**src/common/touch_sense_pkg.sv**
```systemverilog
// Package for the touch sensing control block: register map, field
// layout, reset values, state and carrier types.
// Assumes a 32-bit register port and a single 20 MHz clock.
package touch_sense_pkg;

    // ==========================================================
    // Bus and register map
    localparam int          ADDR_W      = 8;
    localparam int          DATA_W      = 32;
    localparam logic [7:0]  OFS_CTRL    = 8'h00;
    localparam logic [7:0]  OFS_IRQ_ST  = 8'h04;
    localparam logic [7:0]  OFS_IRQ_MSK = 8'h08;
    localparam logic [7:0]  OFS_STATUS  = 8'h0C;

    // ==========================================================
    // Control register fields
    localparam int          GO_BIT      = 0;
    localparam int          TRIG_BIT    = 1;
    localparam int          SNZ_BIT     = 2;
    localparam int          INIT_BIT    = 4;
    localparam int          TXV_LSB     = 6;
    localparam int          PWR_BIT     = 8;
    localparam int          LPF_BIT     = 9;
    localparam int          LV_BIT      = 10;
    localparam int          MODE_LSB    = 14;
    localparam int          NCH_LSB     = 16;
    localparam int          NCH_W       = 5;
    localparam logic [31:0] CTRL_RESET  = 32'h0000_0000;
    // Go and init are handled apart; the rest store as written
    localparam logic [31:0] CTRL_WMASK  = 32'h001F_C7C6;

    // Transmit supply codes
    localparam logic [1:0]  TXV_IO      = 2'h0;
    localparam logic [1:0]  TXV_VCC_A   = 2'h1;
    localparam logic [1:0]  TXV_LOGIC   = 2'h2;
    localparam logic [1:0]  TXV_VCC_B   = 2'h3;

    // Measurement mode codes: high bit mutual, low bit multi scan
    localparam int          MODE_MUTUAL = 1;
    localparam int          MODE_MULTI  = 0;

    // ==========================================================
    // Interrupt status and mask bits
    localparam int          IRQ_W       = 4;
    localparam int          IRQ_SETREQ  = 0;
    localparam int          IRQ_RDREQ   = 1;
    localparam int          IRQ_END     = 2;
    localparam int          IRQ_NOTOUCH = 3;
    localparam logic [3:0]  IRQ_RESET   = 4'h0;

    // Status register fields
    localparam int          ST_BUSY_BIT = 0;
    localparam int          ST_CH_LSB   = 8;

    // ==========================================================
    // Timing
    localparam int          CLK_NS      = 50;
    localparam int          MEAS_NS     = 1600;
    localparam int          MEAS_CYC    = (MEAS_NS + CLK_NS - 1) / CLK_NS;

    // ==========================================================
    // Types
    typedef enum logic [4:0] {
        ST_IDLE   = 5'b00001,
        ST_SETREQ = 5'b00010,
        ST_MEAS   = 5'b00100,
        ST_RDREQ  = 5'b01000,
        ST_DONE   = 5'b10000
    } seq_state_t;

    typedef enum logic [2:0] {
        SUP_IO    = 3'b001,
        SUP_VCC   = 3'b010,
        SUP_LOGIC = 3'b100
    } tx_supply_t;

    typedef struct packed {
        logic [ADDR_W-1:0] addr;
        logic [DATA_W-1:0] wdata;
        logic              wr;
        logic              rd;
    } bus_req_t;

    typedef struct packed {
        logic       measure_power_enable;
        logic       filter_cap_charge_control;
        logic       supply_operating_mode;
        tx_supply_t transmit_supply;
        logic       mutual;
        logic       multi_scan;
        logic       measuring;
        logic [NCH_W-1:0] channel;
    } analog_ctrl_t;

endpackage : touch_sense_pkg

```
**src/design/touch_sense_control.sv**
```systemverilog
// Control logic of the capacitive touch sensing unit: register port,
// start selection, channel sequencing, interrupts and snooze wake.
// Assumes event, snooze and judge inputs come from logic on clk.
//
// Operation
// - Software go bit starts when software trigger
// - Trigger select picks software or external start
// - External mode starts on event linker pulse
// - Snooze enable allows event-started snooze measurements
// - Measurement end interrupt can end snooze
// - Non-touch judgement can end snooze
// - Init bit reinitializes measurement control
// - Main control fields in one 32-bit register
// - Transmit supply select decodes IO, VCC, logic, VCC
// - Bit 9 controls filter capacitor charging
// - Bits 15:14 select self/mutual, single/multi
//
// The address-and-strobe port and the register offsets were decided locally.
`timescale 1ns/100ps
module touch_sense_control #(
    parameter int MEAS_CYCLES    = touch_sense_pkg::MEAS_CYC,
    parameter bit HAS_AUTO_JUDGE = 1'b1
) (
    input  wire logic                           clk,
    input  wire logic                           reset_n,
    input  wire touch_sense_pkg::bus_req_t      bus,
    output      logic [touch_sense_pkg::DATA_W-1:0] rdata,
    input  wire logic                           link_event,
    input  wire logic                           snooze_active,
    input  wire logic                           non_touch_detect,
    output      touch_sense_pkg::analog_ctrl_t  analog,
    output      logic                           irq,
    output      logic                           snooze_wake
);
    import touch_sense_pkg::*;

    // ==========================================================
    // Helpers
    function automatic logic ctl_bit(input logic [31:0] v, input int b);
        ctl_bit = v[b];
    endfunction : ctl_bit

    function automatic logic [1:0] ctl_pair(input logic [31:0] v,
                                            input int lsb);
        ctl_pair = v[lsb +: 2];
    endfunction : ctl_pair

    function automatic logic seq_idle(input seq_state_t s);
        seq_idle = (s == ST_IDLE);
    endfunction : seq_idle

    function automatic logic [NCH_W-1:0] last_index(input logic [31:0] v);
        last_index = v[NCH_LSB +: NCH_W];
    endfunction : last_index

    // ==========================================================
    // Reset release
    // Assert at once, release two edges late to dodge metastability
    logic rst_meta_q;
    logic rst_sync_n;

    always_ff @(posedge clk or negedge reset_n) begin
        if (!reset_n) begin
            rst_meta_q <= 1'b0;
            rst_sync_n <= 1'b0;
        end else begin
            rst_meta_q <= 1'b1;
            rst_sync_n <= rst_meta_q;
        end
    end

    // ==========================================================
    // Register port decode
    // Unmapped offsets decode to nothing and are ignored
    logic wr_ctrl;
    logic wr_ist;
    logic wr_msk;

    assign wr_ctrl = bus.wr && (bus.addr == OFS_CTRL);
    assign wr_ist  = bus.wr && (bus.addr == OFS_IRQ_ST);
    assign wr_msk  = bus.wr && (bus.addr == OFS_IRQ_MSK);

    // ==========================================================
    // Sequencer and register state
    localparam int CNT_W = $clog2(MEAS_CYCLES + 1);

    seq_state_t         state_q, state_d;
    logic [31:0]        ctrl_q, ctrl_d;
    logic               go_q, go_d;
    logic [NCH_W-1:0]   ch_q, ch_d;
    logic [CNT_W-1:0]   cnt_q, cnt_d;
    logic [IRQ_W-1:0]   ist_q, ist_d;
    logic [IRQ_W-1:0]   msk_q, msk_d;
    logic [IRQ_W-1:0]   ev_set;
    logic               wake_q, wake_d;
    logic [DATA_W-1:0]  rdata_q, rdata_d;
    analog_ctrl_t       analog_q, analog_d;
    logic               init_req;
    logic               sw_start;
    logic               ext_start;
    logic               start;
    logic               multi;
    logic               last_ch;

    // Init strobe is self clearing and never stored
    assign init_req = wr_ctrl && bus.wdata[INIT_BIT];

    // Whole-word write; strobe and read-only bits masked off
    always_comb begin
        ctrl_d = ctrl_q;
        if (wr_ctrl) begin
            ctrl_d = bus.wdata & CTRL_WMASK;
        end
    end

    // Start selection; in snooze only the event linker may start,
    // since no software runs to write the go bit there
    always_comb begin
        sw_start  = wr_ctrl && bus.wdata[GO_BIT]
                    && !ctl_bit(ctrl_d, TRIG_BIT)
                    && !snooze_active;
        ext_start = link_event && ctl_bit(ctrl_q, TRIG_BIT)
                    && (!snooze_active
                        || ctl_bit(ctrl_q, SNZ_BIT));
        start     = (sw_start || ext_start) && !init_req
                    && seq_idle(state_q);
    end

    assign multi   = ctl_bit(ctrl_q, MODE_LSB + MODE_MULTI);
    assign last_ch = !multi
                     || (ch_q == last_index(ctrl_q));

    always_comb begin
        state_d = state_q;
        go_d    = go_q;
        ch_d    = ch_q;
        cnt_d   = cnt_q;
        ev_set  = '0;
        case (state_q)
            ST_IDLE: begin
                if (start) begin
                    state_d = ST_SETREQ;
                    go_d    = 1'b1;
                    ch_d    = '0;
                end
            end
            ST_SETREQ: begin
                // Reload per channel so each gets the full window
                ev_set[IRQ_SETREQ] = 1'b1;
                cnt_d   = CNT_W'(MEAS_CYCLES - 1);
                state_d = ST_MEAS;
            end
            ST_MEAS: begin
                if (cnt_q == '0) begin
                    state_d = ST_RDREQ;
                end else begin
                    cnt_d = cnt_q - CNT_W'(1);
                end
            end
            ST_RDREQ: begin
                ev_set[IRQ_RDREQ] = 1'b1;
                if (last_ch) begin
                    state_d = ST_DONE;
                end else begin
                    ch_d    = ch_q + NCH_W'(1);
                    state_d = ST_SETREQ;
                end
            end
            ST_DONE: begin
                ev_set[IRQ_END] = 1'b1;
                go_d    = 1'b0;
                state_d = ST_IDLE;
            end
            default: begin
                // Illegal codes fall back to idle
                state_d = ST_IDLE;
                go_d    = 1'b0;
            end
        endcase
        ev_set[IRQ_NOTOUCH] = HAS_AUTO_JUDGE && non_touch_detect;
        // Init last, so it beats any start in the same cycle
        if (init_req) begin
            state_d = ST_IDLE;
            go_d    = 1'b0;
            ch_d    = '0;
            cnt_d   = '0;
        end
    end

    // ==========================================================
    // Interrupts: set wins over a write-one clear in the same cycle
    always_comb begin
        ist_d = ist_q;
        msk_d = msk_q;
        if (wr_ist) begin
            ist_d = ist_q & ~bus.wdata[IRQ_W-1:0];
        end
        ist_d = ist_d | ev_set;
        if (wr_msk) begin
            msk_d = bus.wdata[IRQ_W-1:0];
        end
    end

    // Level output, straight from registered status and mask
    assign irq = |(ist_q & msk_q);

    // ==========================================================
    // Snooze wake, held until the system leaves snooze
    // Needs the mask bit, so a masked source never breaks snooze
    always_comb begin
        wake_d = wake_q;
        if (!snooze_active) begin
            wake_d = 1'b0;
        end else if (ctl_bit(ctrl_q, SNZ_BIT)) begin
            if (ev_set[IRQ_END] && msk_q[IRQ_END]) begin
                wake_d = 1'b1;
            end
            if (ev_set[IRQ_NOTOUCH] && msk_q[IRQ_NOTOUCH]) begin
                wake_d = 1'b1;
            end
        end
    end

    // ==========================================================
    // Analog side controls
    // Registered so the analog side never sees decode glitches
    always_comb begin
        analog_d = '0;
        analog_d.measure_power_enable      = ctl_bit(ctrl_q, PWR_BIT);
        analog_d.filter_cap_charge_control = ctl_bit(ctrl_q, LPF_BIT);
        // Stored only; software owns the low-voltage setting
        analog_d.supply_operating_mode     = ctl_bit(ctrl_q, LV_BIT);
        case (ctl_pair(ctrl_q, TXV_LSB))
            TXV_IO:    analog_d.transmit_supply = SUP_IO;
            TXV_VCC_A: analog_d.transmit_supply = SUP_VCC;
            TXV_LOGIC: analog_d.transmit_supply = SUP_LOGIC;
            TXV_VCC_B: analog_d.transmit_supply = SUP_VCC;
            default:   analog_d.transmit_supply = SUP_IO;
        endcase
        analog_d.mutual     = ctl_bit(ctrl_q, MODE_LSB + MODE_MUTUAL);
        analog_d.multi_scan = multi;
        analog_d.measuring  = (state_q == ST_MEAS);
        analog_d.channel    = ch_q;
    end

    // ==========================================================
    // Read data, one cycle after the strobe
    // Zero outside the answer cycle, so stale words never look fresh
    always_comb begin
        rdata_d = '0;
        if (bus.rd) begin
            case (bus.addr)
                OFS_CTRL: begin
                    rdata_d         = ctrl_q;
                    rdata_d[GO_BIT] = go_q;
                end
                OFS_IRQ_ST:  rdata_d[IRQ_W-1:0] = ist_q;
                OFS_IRQ_MSK: rdata_d[IRQ_W-1:0] = msk_q;
                OFS_STATUS: begin
                    rdata_d[ST_BUSY_BIT]         = !seq_idle(state_q);
                    rdata_d[ST_CH_LSB +: NCH_W]  = ch_q;
                end
                default: rdata_d = '0;
            endcase
        end
    end

    assign rdata       = rdata_q;
    assign analog      = analog_q;
    assign snooze_wake = wake_q;

    // ==========================================================
    // State registers
    // One block; every flop leaves reset on the synchronised copy
    always_ff @(posedge clk or negedge rst_sync_n) begin
        if (!rst_sync_n) begin
            state_q  <= ST_IDLE;
            ctrl_q   <= CTRL_RESET;
            go_q     <= 1'b0;
            ch_q     <= '0;
            cnt_q    <= '0;
            ist_q    <= IRQ_RESET;
            msk_q    <= IRQ_RESET;
            wake_q   <= 1'b0;
            rdata_q  <= '0;
            analog_q <= '{default: '0, transmit_supply: SUP_IO};
        end else begin
            state_q  <= state_d;
            ctrl_q   <= ctrl_d;
            go_q     <= go_d;
            ch_q     <= ch_d;
            cnt_q    <= cnt_d;
            ist_q    <= ist_d;
            msk_q    <= msk_d;
            wake_q   <= wake_d;
            rdata_q  <= rdata_d;
            analog_q <= analog_d;
        end
    end

endmodule : touch_sense_control

```
**config.mk**
```make
export PLATFORM = sky130hd
export DESIGN_NAME = touch_sense_control
export DESIGN_NICKNAME = d
export VERILOG_FILES = /design/src/common/touch_sense_pkg.sv /design/src/design/touch_sense_control.sv
export SDC_FILE = /design/constraint.sdc
export NUM_CORES = 1
export LEC_CHECK = 0
export ABC_AREA = 1
export BUFFER_PORTS_ARGS = -buffer_cell sky130_fd_sc_hd__clkbuf_2
export CAP_MARGIN = 20
export CORE_MARGIN = 2
export CORE_UTILIZATION = 40
export DETAILED_ROUTE_END_ITERATION = 6
export SKIP_CTS_REPAIR_TIMING = 1
export SKIP_LAST_GASP = 1
export SYNTH_ARGS = -nofsm -noshare
export SYNTH_HDL_FRONTEND = slang
export SYNTH_SLANG_ARGS = --single-unit
```
**constraint.sdc**
```tcl
create_clock -name clk -period 5.9 [get_ports clk]
set_clock_uncertainty 0.1 [all_clocks]
set_input_delay 0.885 -clock clk [delete_from_list [all_inputs] [get_ports clk]]
set_output_delay 0.885 -clock clk [all_outputs]
set_load 0.01 [all_outputs]
```
## Word-level counts from Yosys, hierarchy flattened

Index checks and enable logic that the tools add are counted.

| storage, ports and cells | value |
|---|---|
| input port bits | 47 |
| register bits after elaboration | 88 |
| output and inout bits | 48 |

| operators by class | value |
|---|---|
| add/subtract/negate cells | 2 |
| reduce and logical (&&, ||, !) cells | 34 |
| mux-type cells | 31 |
| bitwise logic cells | 4 |
| equality and inequality tests | 19 |

Operators with widths:

| kind | number |
|---|---|
| 5-bit two-way mux | 7 |
| 21-bit two-way mux | 1 |
| 5-bit case mux with 2 select lines | 2 |
| 5-bit case mux with 4 select lines | 1 |
| 3-bit case mux with 3 select lines | 2 |
| 8-bit by 4-bit equality test with 1-bit output (second input constant) | 2 |
| 1-bit logical AND | 13 |
| 6-bit two-way mux | 2 |
| 6-bit case mux with 2 select lines | 1 |
| 1-bit two-way mux | 9 |
| 3-bit inequality test (second input constant) | 3 |
| 4-bit bitwise AND | 2 |
| 8-bit by 3-bit equality test with 1-bit output (second input constant) | 1 |
| 8-bit logical NOT | 1 |
| 4-bit two-way mux | 2 |
| 8-bit two-way mux | 1 |
| 2-bit AND reduction | 4 |
| 6-bit logical NOT | 1 |
| 3-bit by 1-bit inequality test with 1-bit output (second input constant) | 2 |
| 3-bit nonzero test | 2 |
| 6-bit by 1-bit subtractor with 6-bit output (second input constant) | 1 |
| 5-bit by 1-bit adder with 5-bit output (second input constant) | 1 |
| 5-bit by 1-bit equality test with 1-bit output (second input constant) | 1 |
| 5-bit by 2-bit equality test with 1-bit output (second input constant) | 1 |
| 19 further kinds | 27 |

## Longest topological paths before layout

| depth | value |
|---|---|
| depth after elaboration | 12 |
| depth in mapped cells | 10 |
| depth with buffers taken out | 10 |

## Worst setup path before layout

No wires, ideal clock.

| timing path | value |
|---|---|
| path type | input to register |
| from | input bus[39] (netlist bit) |
| to | register ch_q[2] |
| buffers on the path | 0 |
| path slack | 3.873 ns |
| arrival | 1.810 ns |
| stages | 10 |
| data required time | 5.683 ns |
| cell sequence | nor2_1 -> nand2_2 -> nor2_8 -> nand3_4 -> nand2_2 -> inv_2 -> nand2_4 -> nand2_4 -> nand2_1 -> nand2_1 |

| between the ends | value |
|---|---|
| word-level cells in the longest chain between the ends | 11 |
| elaborated cells on any way between the ends | 17 |

Ends and longest elaborated chain:

| what | RTL line | source |
|---|---|---|
| start, declared | touch_sense_control.sv:26 | `input wire touch_sense_pkg::bus_req_t bus,` |
| 8-bit logical NOT (*) | touch_sense_control.sv:79 | `assign wr_ctrl = bus.wr && (bus.addr == OFS_CTRL);` |
| 1-bit logical AND (*) | touch_sense_control.sv:79 |  |
| 2-bit two-way mux | touch_sense_control.sv:111 | `if (wr_ctrl) begin` |
| 1-bit logical NOT | touch_sense_control.sv:120 | `&& !ctl_bit(ctrl_d, TRIG_BIT)` |
| 1-bit logical AND | touch_sense_control.sv:120 |  |
| 1-bit logical AND | touch_sense_control.sv:121 | `&& !snooze_active;` |
| 1-bit logical OR | touch_sense_control.sv:125 | `start = (sw_start \|\| ext_start) && !init_req` |
| 1-bit logical AND | touch_sense_control.sv:125 |  |
| 1-bit logical AND | touch_sense_control.sv:126 | `&& seq_idle(state_q);` |
| 3-bit inequality test (no source line) | - |  |
| 3-bit AND reduction (no source line) | - |  |
| end signal, assigned | touch_sense_control.sv:291 | `ch_q <= ch_d;` |
| end, declared | touch_sense_control.sv:90 | `logic [NCH_W-1:0] ch_q, ch_d;` |

Every way passes the cells marked *; elsewhere a longest branch is shown, timed or not.
A chain may end at the register's enable or synchronous reset.

## Final worst setup path

| timing path | value |
|---|---|
| from | register msk_q[2] |
| to | output irq |

| between the ends | value |
|---|---|
| word-level cells in the longest chain between the ends | 2 |

Ends and longest elaborated chain:

| what | RTL line | source |
|---|---|---|
| start, declared | touch_sense_control.sv:93 | `logic [IRQ_W-1:0] msk_q, msk_d;` |
| start signal, assigned | touch_sense_control.sv:294 | `msk_q <= msk_d;` |
| 4-bit bitwise AND | touch_sense_control.sv:205 | `assign irq = \|(ist_q & msk_q);` |
| 4-bit OR reduction | touch_sense_control.sv:205 |  |
| end, declared | touch_sense_control.sv:32 | `output logic irq,` |

Every way passes these cells.

==> flow_summary_export.csv <==
group,metric,value,unit
sta,grt_setup_unrepaired,"no",
setup_path,cp-end-kind,"output port",
placement,post-place-ws,3.52,ns
routing,drtIter0Drc,90,
synth,netlist-cell-type-count,39,
sta,achievable-frequency,0.470,GHz
clock_network,clk_latency,0.34,ns
global_route,antenna_found_initial,0,
floorplanning,fp.dieW,95.2,um
synth,syn_area,0.00333,mm^2
clock_network,clkSinkCount,74,
synth,post_synth_most_frequent_cells,"sky130_fd_sc_hd__nand2_1, sky130_fd_sc_hd__dfrtp_1, sky130_fd_sc_hd__inv_1",
sta,hold_viol_final,0,
power,leakage,2.17,nW
floorplanning,total_die_area,0.00907,mm^2
global_route,vias_in_the_first_global_route,2282,
clock_network,cts_tree,"done",
synth,library_cell_occupying_the_most_area_in_the_post_synthesis_netlist,"sky130_fd_sc_hd__dfrtp_1",
cells_and_area,diodes,0,
sta,finalSetupTns,0,ns
outcome,status,"complete, no violations",
routing,drt-vias-per-instance,4.69,
global_route,globalRoute.totalOverflow,0,
sta,post-route-min-period,2.13,ns
sta,final_period_util,36.1,%
cells_and_area,drive_gt1_share,24.3,%
floorplanning,start_util,40.9,%
synth,synth_top_cell_area_share,54.1,%
setup_path,worstPathRequired,4.91,ns
synth,synth-seq-area-share,55.7,%
cells_and_area,finalNetCount,481,
placement,place.port_buffers,65,
synth,synth.area.top_cells,"sky130_fd_sc_hd__dfrtp_1, sky130_fd_sc_hd__nand2_1, sky130_fd_sc_hd__inv_1, sky130_fd_sc_hd__nor2_1, sky130_fd_sc_hd__nand3_1",
routing,wl,6820,um
placement,dpl_cell_area,0.00370,mm^2
cells_and_area,finalCoreUtilization,48.4,%
floorplanning,number_of_top_level_design_ports,95,
cells_and_area,synthToLayoutAreaGrowth,18.3,%
routing,dr.pass1.iters,4,
sta,worst-slew-pin-transition,0.900,ns
clock_network,cts_max_path_buffers,2,
clock_network,clock_tree.root_cell,"sky130_fd_sc_hd__clkbuf_8",
global_route,grt_first_pass_wirelength,10900,um
synth,synth_most_common_cell,"sky130_fd_sc_hd__nand2_1",
synth,avgSynthCellArea,9.22,um^2
cells_and_area,finish.instance_area,0.00394,mm^2
setup_path,critical_path.max_fanout,3,
floorplanning,core,0.00813,mm^2
setup_path,start_kind,"register",
placement,place.gp.congestion,0.797,
clock_network,cts-htree-levels,3,
clock_network,cts_made_buffers,9,
hold_path,hold_path.class,"in2async",
routing,route.detailed.wl_per_inst,12.6,um
power,p_per_area,313,mW/mm^2
routing,route.detailed.drc,0,
power,vdd_drop_max,0.000143,V
synth,synth_ff_type,"sky130_fd_sc_hd__dfrtp_1",
sta,timing.final.max_slew_violations,0,
sta,setup_viol,0,
global_route,grt_start_max_net_pins,73,
power,power_consumption,0.00123,W
floorplanning,placement_rows,33,
synth,synth_instances,361,
global_route,grt_use_total,15.8,%
routing,drtAntennaViolNets,0,
run,cap_violations,0,
synth,yosys_register_bits,74,
clock_network,clkTransAtPathRegs,0.08,ns
synth,synth-warning-count,0,
routing,routed-via-count,2536,
synth,synth-edff-count,0,
floorplanning,dieHeight,95.2,um
sta,layout_setup_ws,3.77,ns
sta,max-slew-margin-rel,40.0,%
setup_path,worst-endpoint-arrival,1.14,ns
placement,dpl.hpwl,4900,um
setup_path,critPathKind,"reg2out",
synth,fraction_of_registers_with_async_set_reset,100,%
metal layers:
metal | up-vias | global-route usage (%) | share of wire [%]
met5 | - | 0 | 0
met3 | 8 | 3.24 | 5.5
met2 | 64 | 25.4 | 48
met4 | 0 | 7.25 | 1.2
met1 | 1207 | 20.6 | 45
li1 | 1257 | - | -
flip-flops by register name, indices dropped and copies added, names as in the netlist:
register and flops:
ctrl_q 14, rst_meta_q 1, state_q 5, ist_q 4, go_q 1, ch_q 5, rst_sync_n 1, analog 14
msk_q 4, cnt_q 6, rdata 18, snooze_wake 1
worst max-delay path, stage by stage (launching register included):
cell and delay, ns:
sky130_fd_sc_hd__dfrtp_1 0.38, sky130_fd_sc_hd__inv_1 0.06, sky130_fd_sc_hd__o2111ai_1 0.20, sky130_fd_sc_hd__clkbuf_2 0.16
final cells by class:
type                    instances  area [um^2]
fillers                       785         4200
flip-flops and latches         74         1860
multi-input cells             233         1210
repair buffers                 66          333
inverters                      47          176
clock buffers                  10          138
well taps                     105          131
clock inverters                 6         97.6
stage by stage:
stage                     hold WS (ns)  std cells
after floorplan                  0.231        374
after global placement           0.237        525
after detailed placement         0.247        525
after CTS                        0.198        541
after global routing             0.190        541
final                            0.204        541
cell usage in the layout, fill, tap and decap left out, types with 4 or more instances in the layout:
cell | Yosys | final
sky130_fd_sc_hd__a21oi_1 | 17 | 17
sky130_fd_sc_hd__clkbuf_2 | 0 | 65
sky130_fd_sc_hd__clkbuf_8 | 0 | 10
sky130_fd_sc_hd__conb_1 | 2 | 15
sky130_fd_sc_hd__dfrtp_1 | 72 | 71
sky130_fd_sc_hd__inv_1 | 46 | 46
sky130_fd_sc_hd__nand2_1 | 74 | 74
sky130_fd_sc_hd__nand2_2 | 5 | 5
sky130_fd_sc_hd__nand3_1 | 23 | 23
sky130_fd_sc_hd__nor2_1 | 40 | 40
sky130_fd_sc_hd__o21ai_0 | 17 | 17
sky130_fd_sc_hd__xor2_1 | 4 | 4
final timing paths:
kind / to / cells after the start / slack [ns] / start
worst max register to register: cnt_q[2] / 9 / 4.19 / cnt_q[0]
worst max-delay path: irq / 3 / 3.77 / msk_q[2]
max in group asynchronous: state_q[2] / 1 / 4.74 / rst_sync_n
worst min register to register: rst_sync_n / 0 / 0.26 / rst_meta_q
worst min-delay path: rst_sync_n / 1 / 0.20 / reset_n
min in group clk: rst_sync_n / 0 / 0.26 / rst_meta_q
cell families after synthesis:
family,Yosys count,share of synthesized area [%]
AO/OA/AOI/OAI,44,7.56
other,2,0.226
XOR/XNOR,6,1.58
adder cells (fa/ha/maj),3,1.13
buffers and inverters,67,9.51
multiplexers,3,1.01
flip-flops,74,55.7
AND/OR/NAND/NOR,162,23.3
where the power goes:
group          internal [W]  leakage, nW  switching (W)
registers          0.000542        0.921      0.0000262
logic             0.0000708         1.13       0.000137
clock network      0.000256        0.119       0.000200
Note: power is estimated with default switching activity, not from simulation.
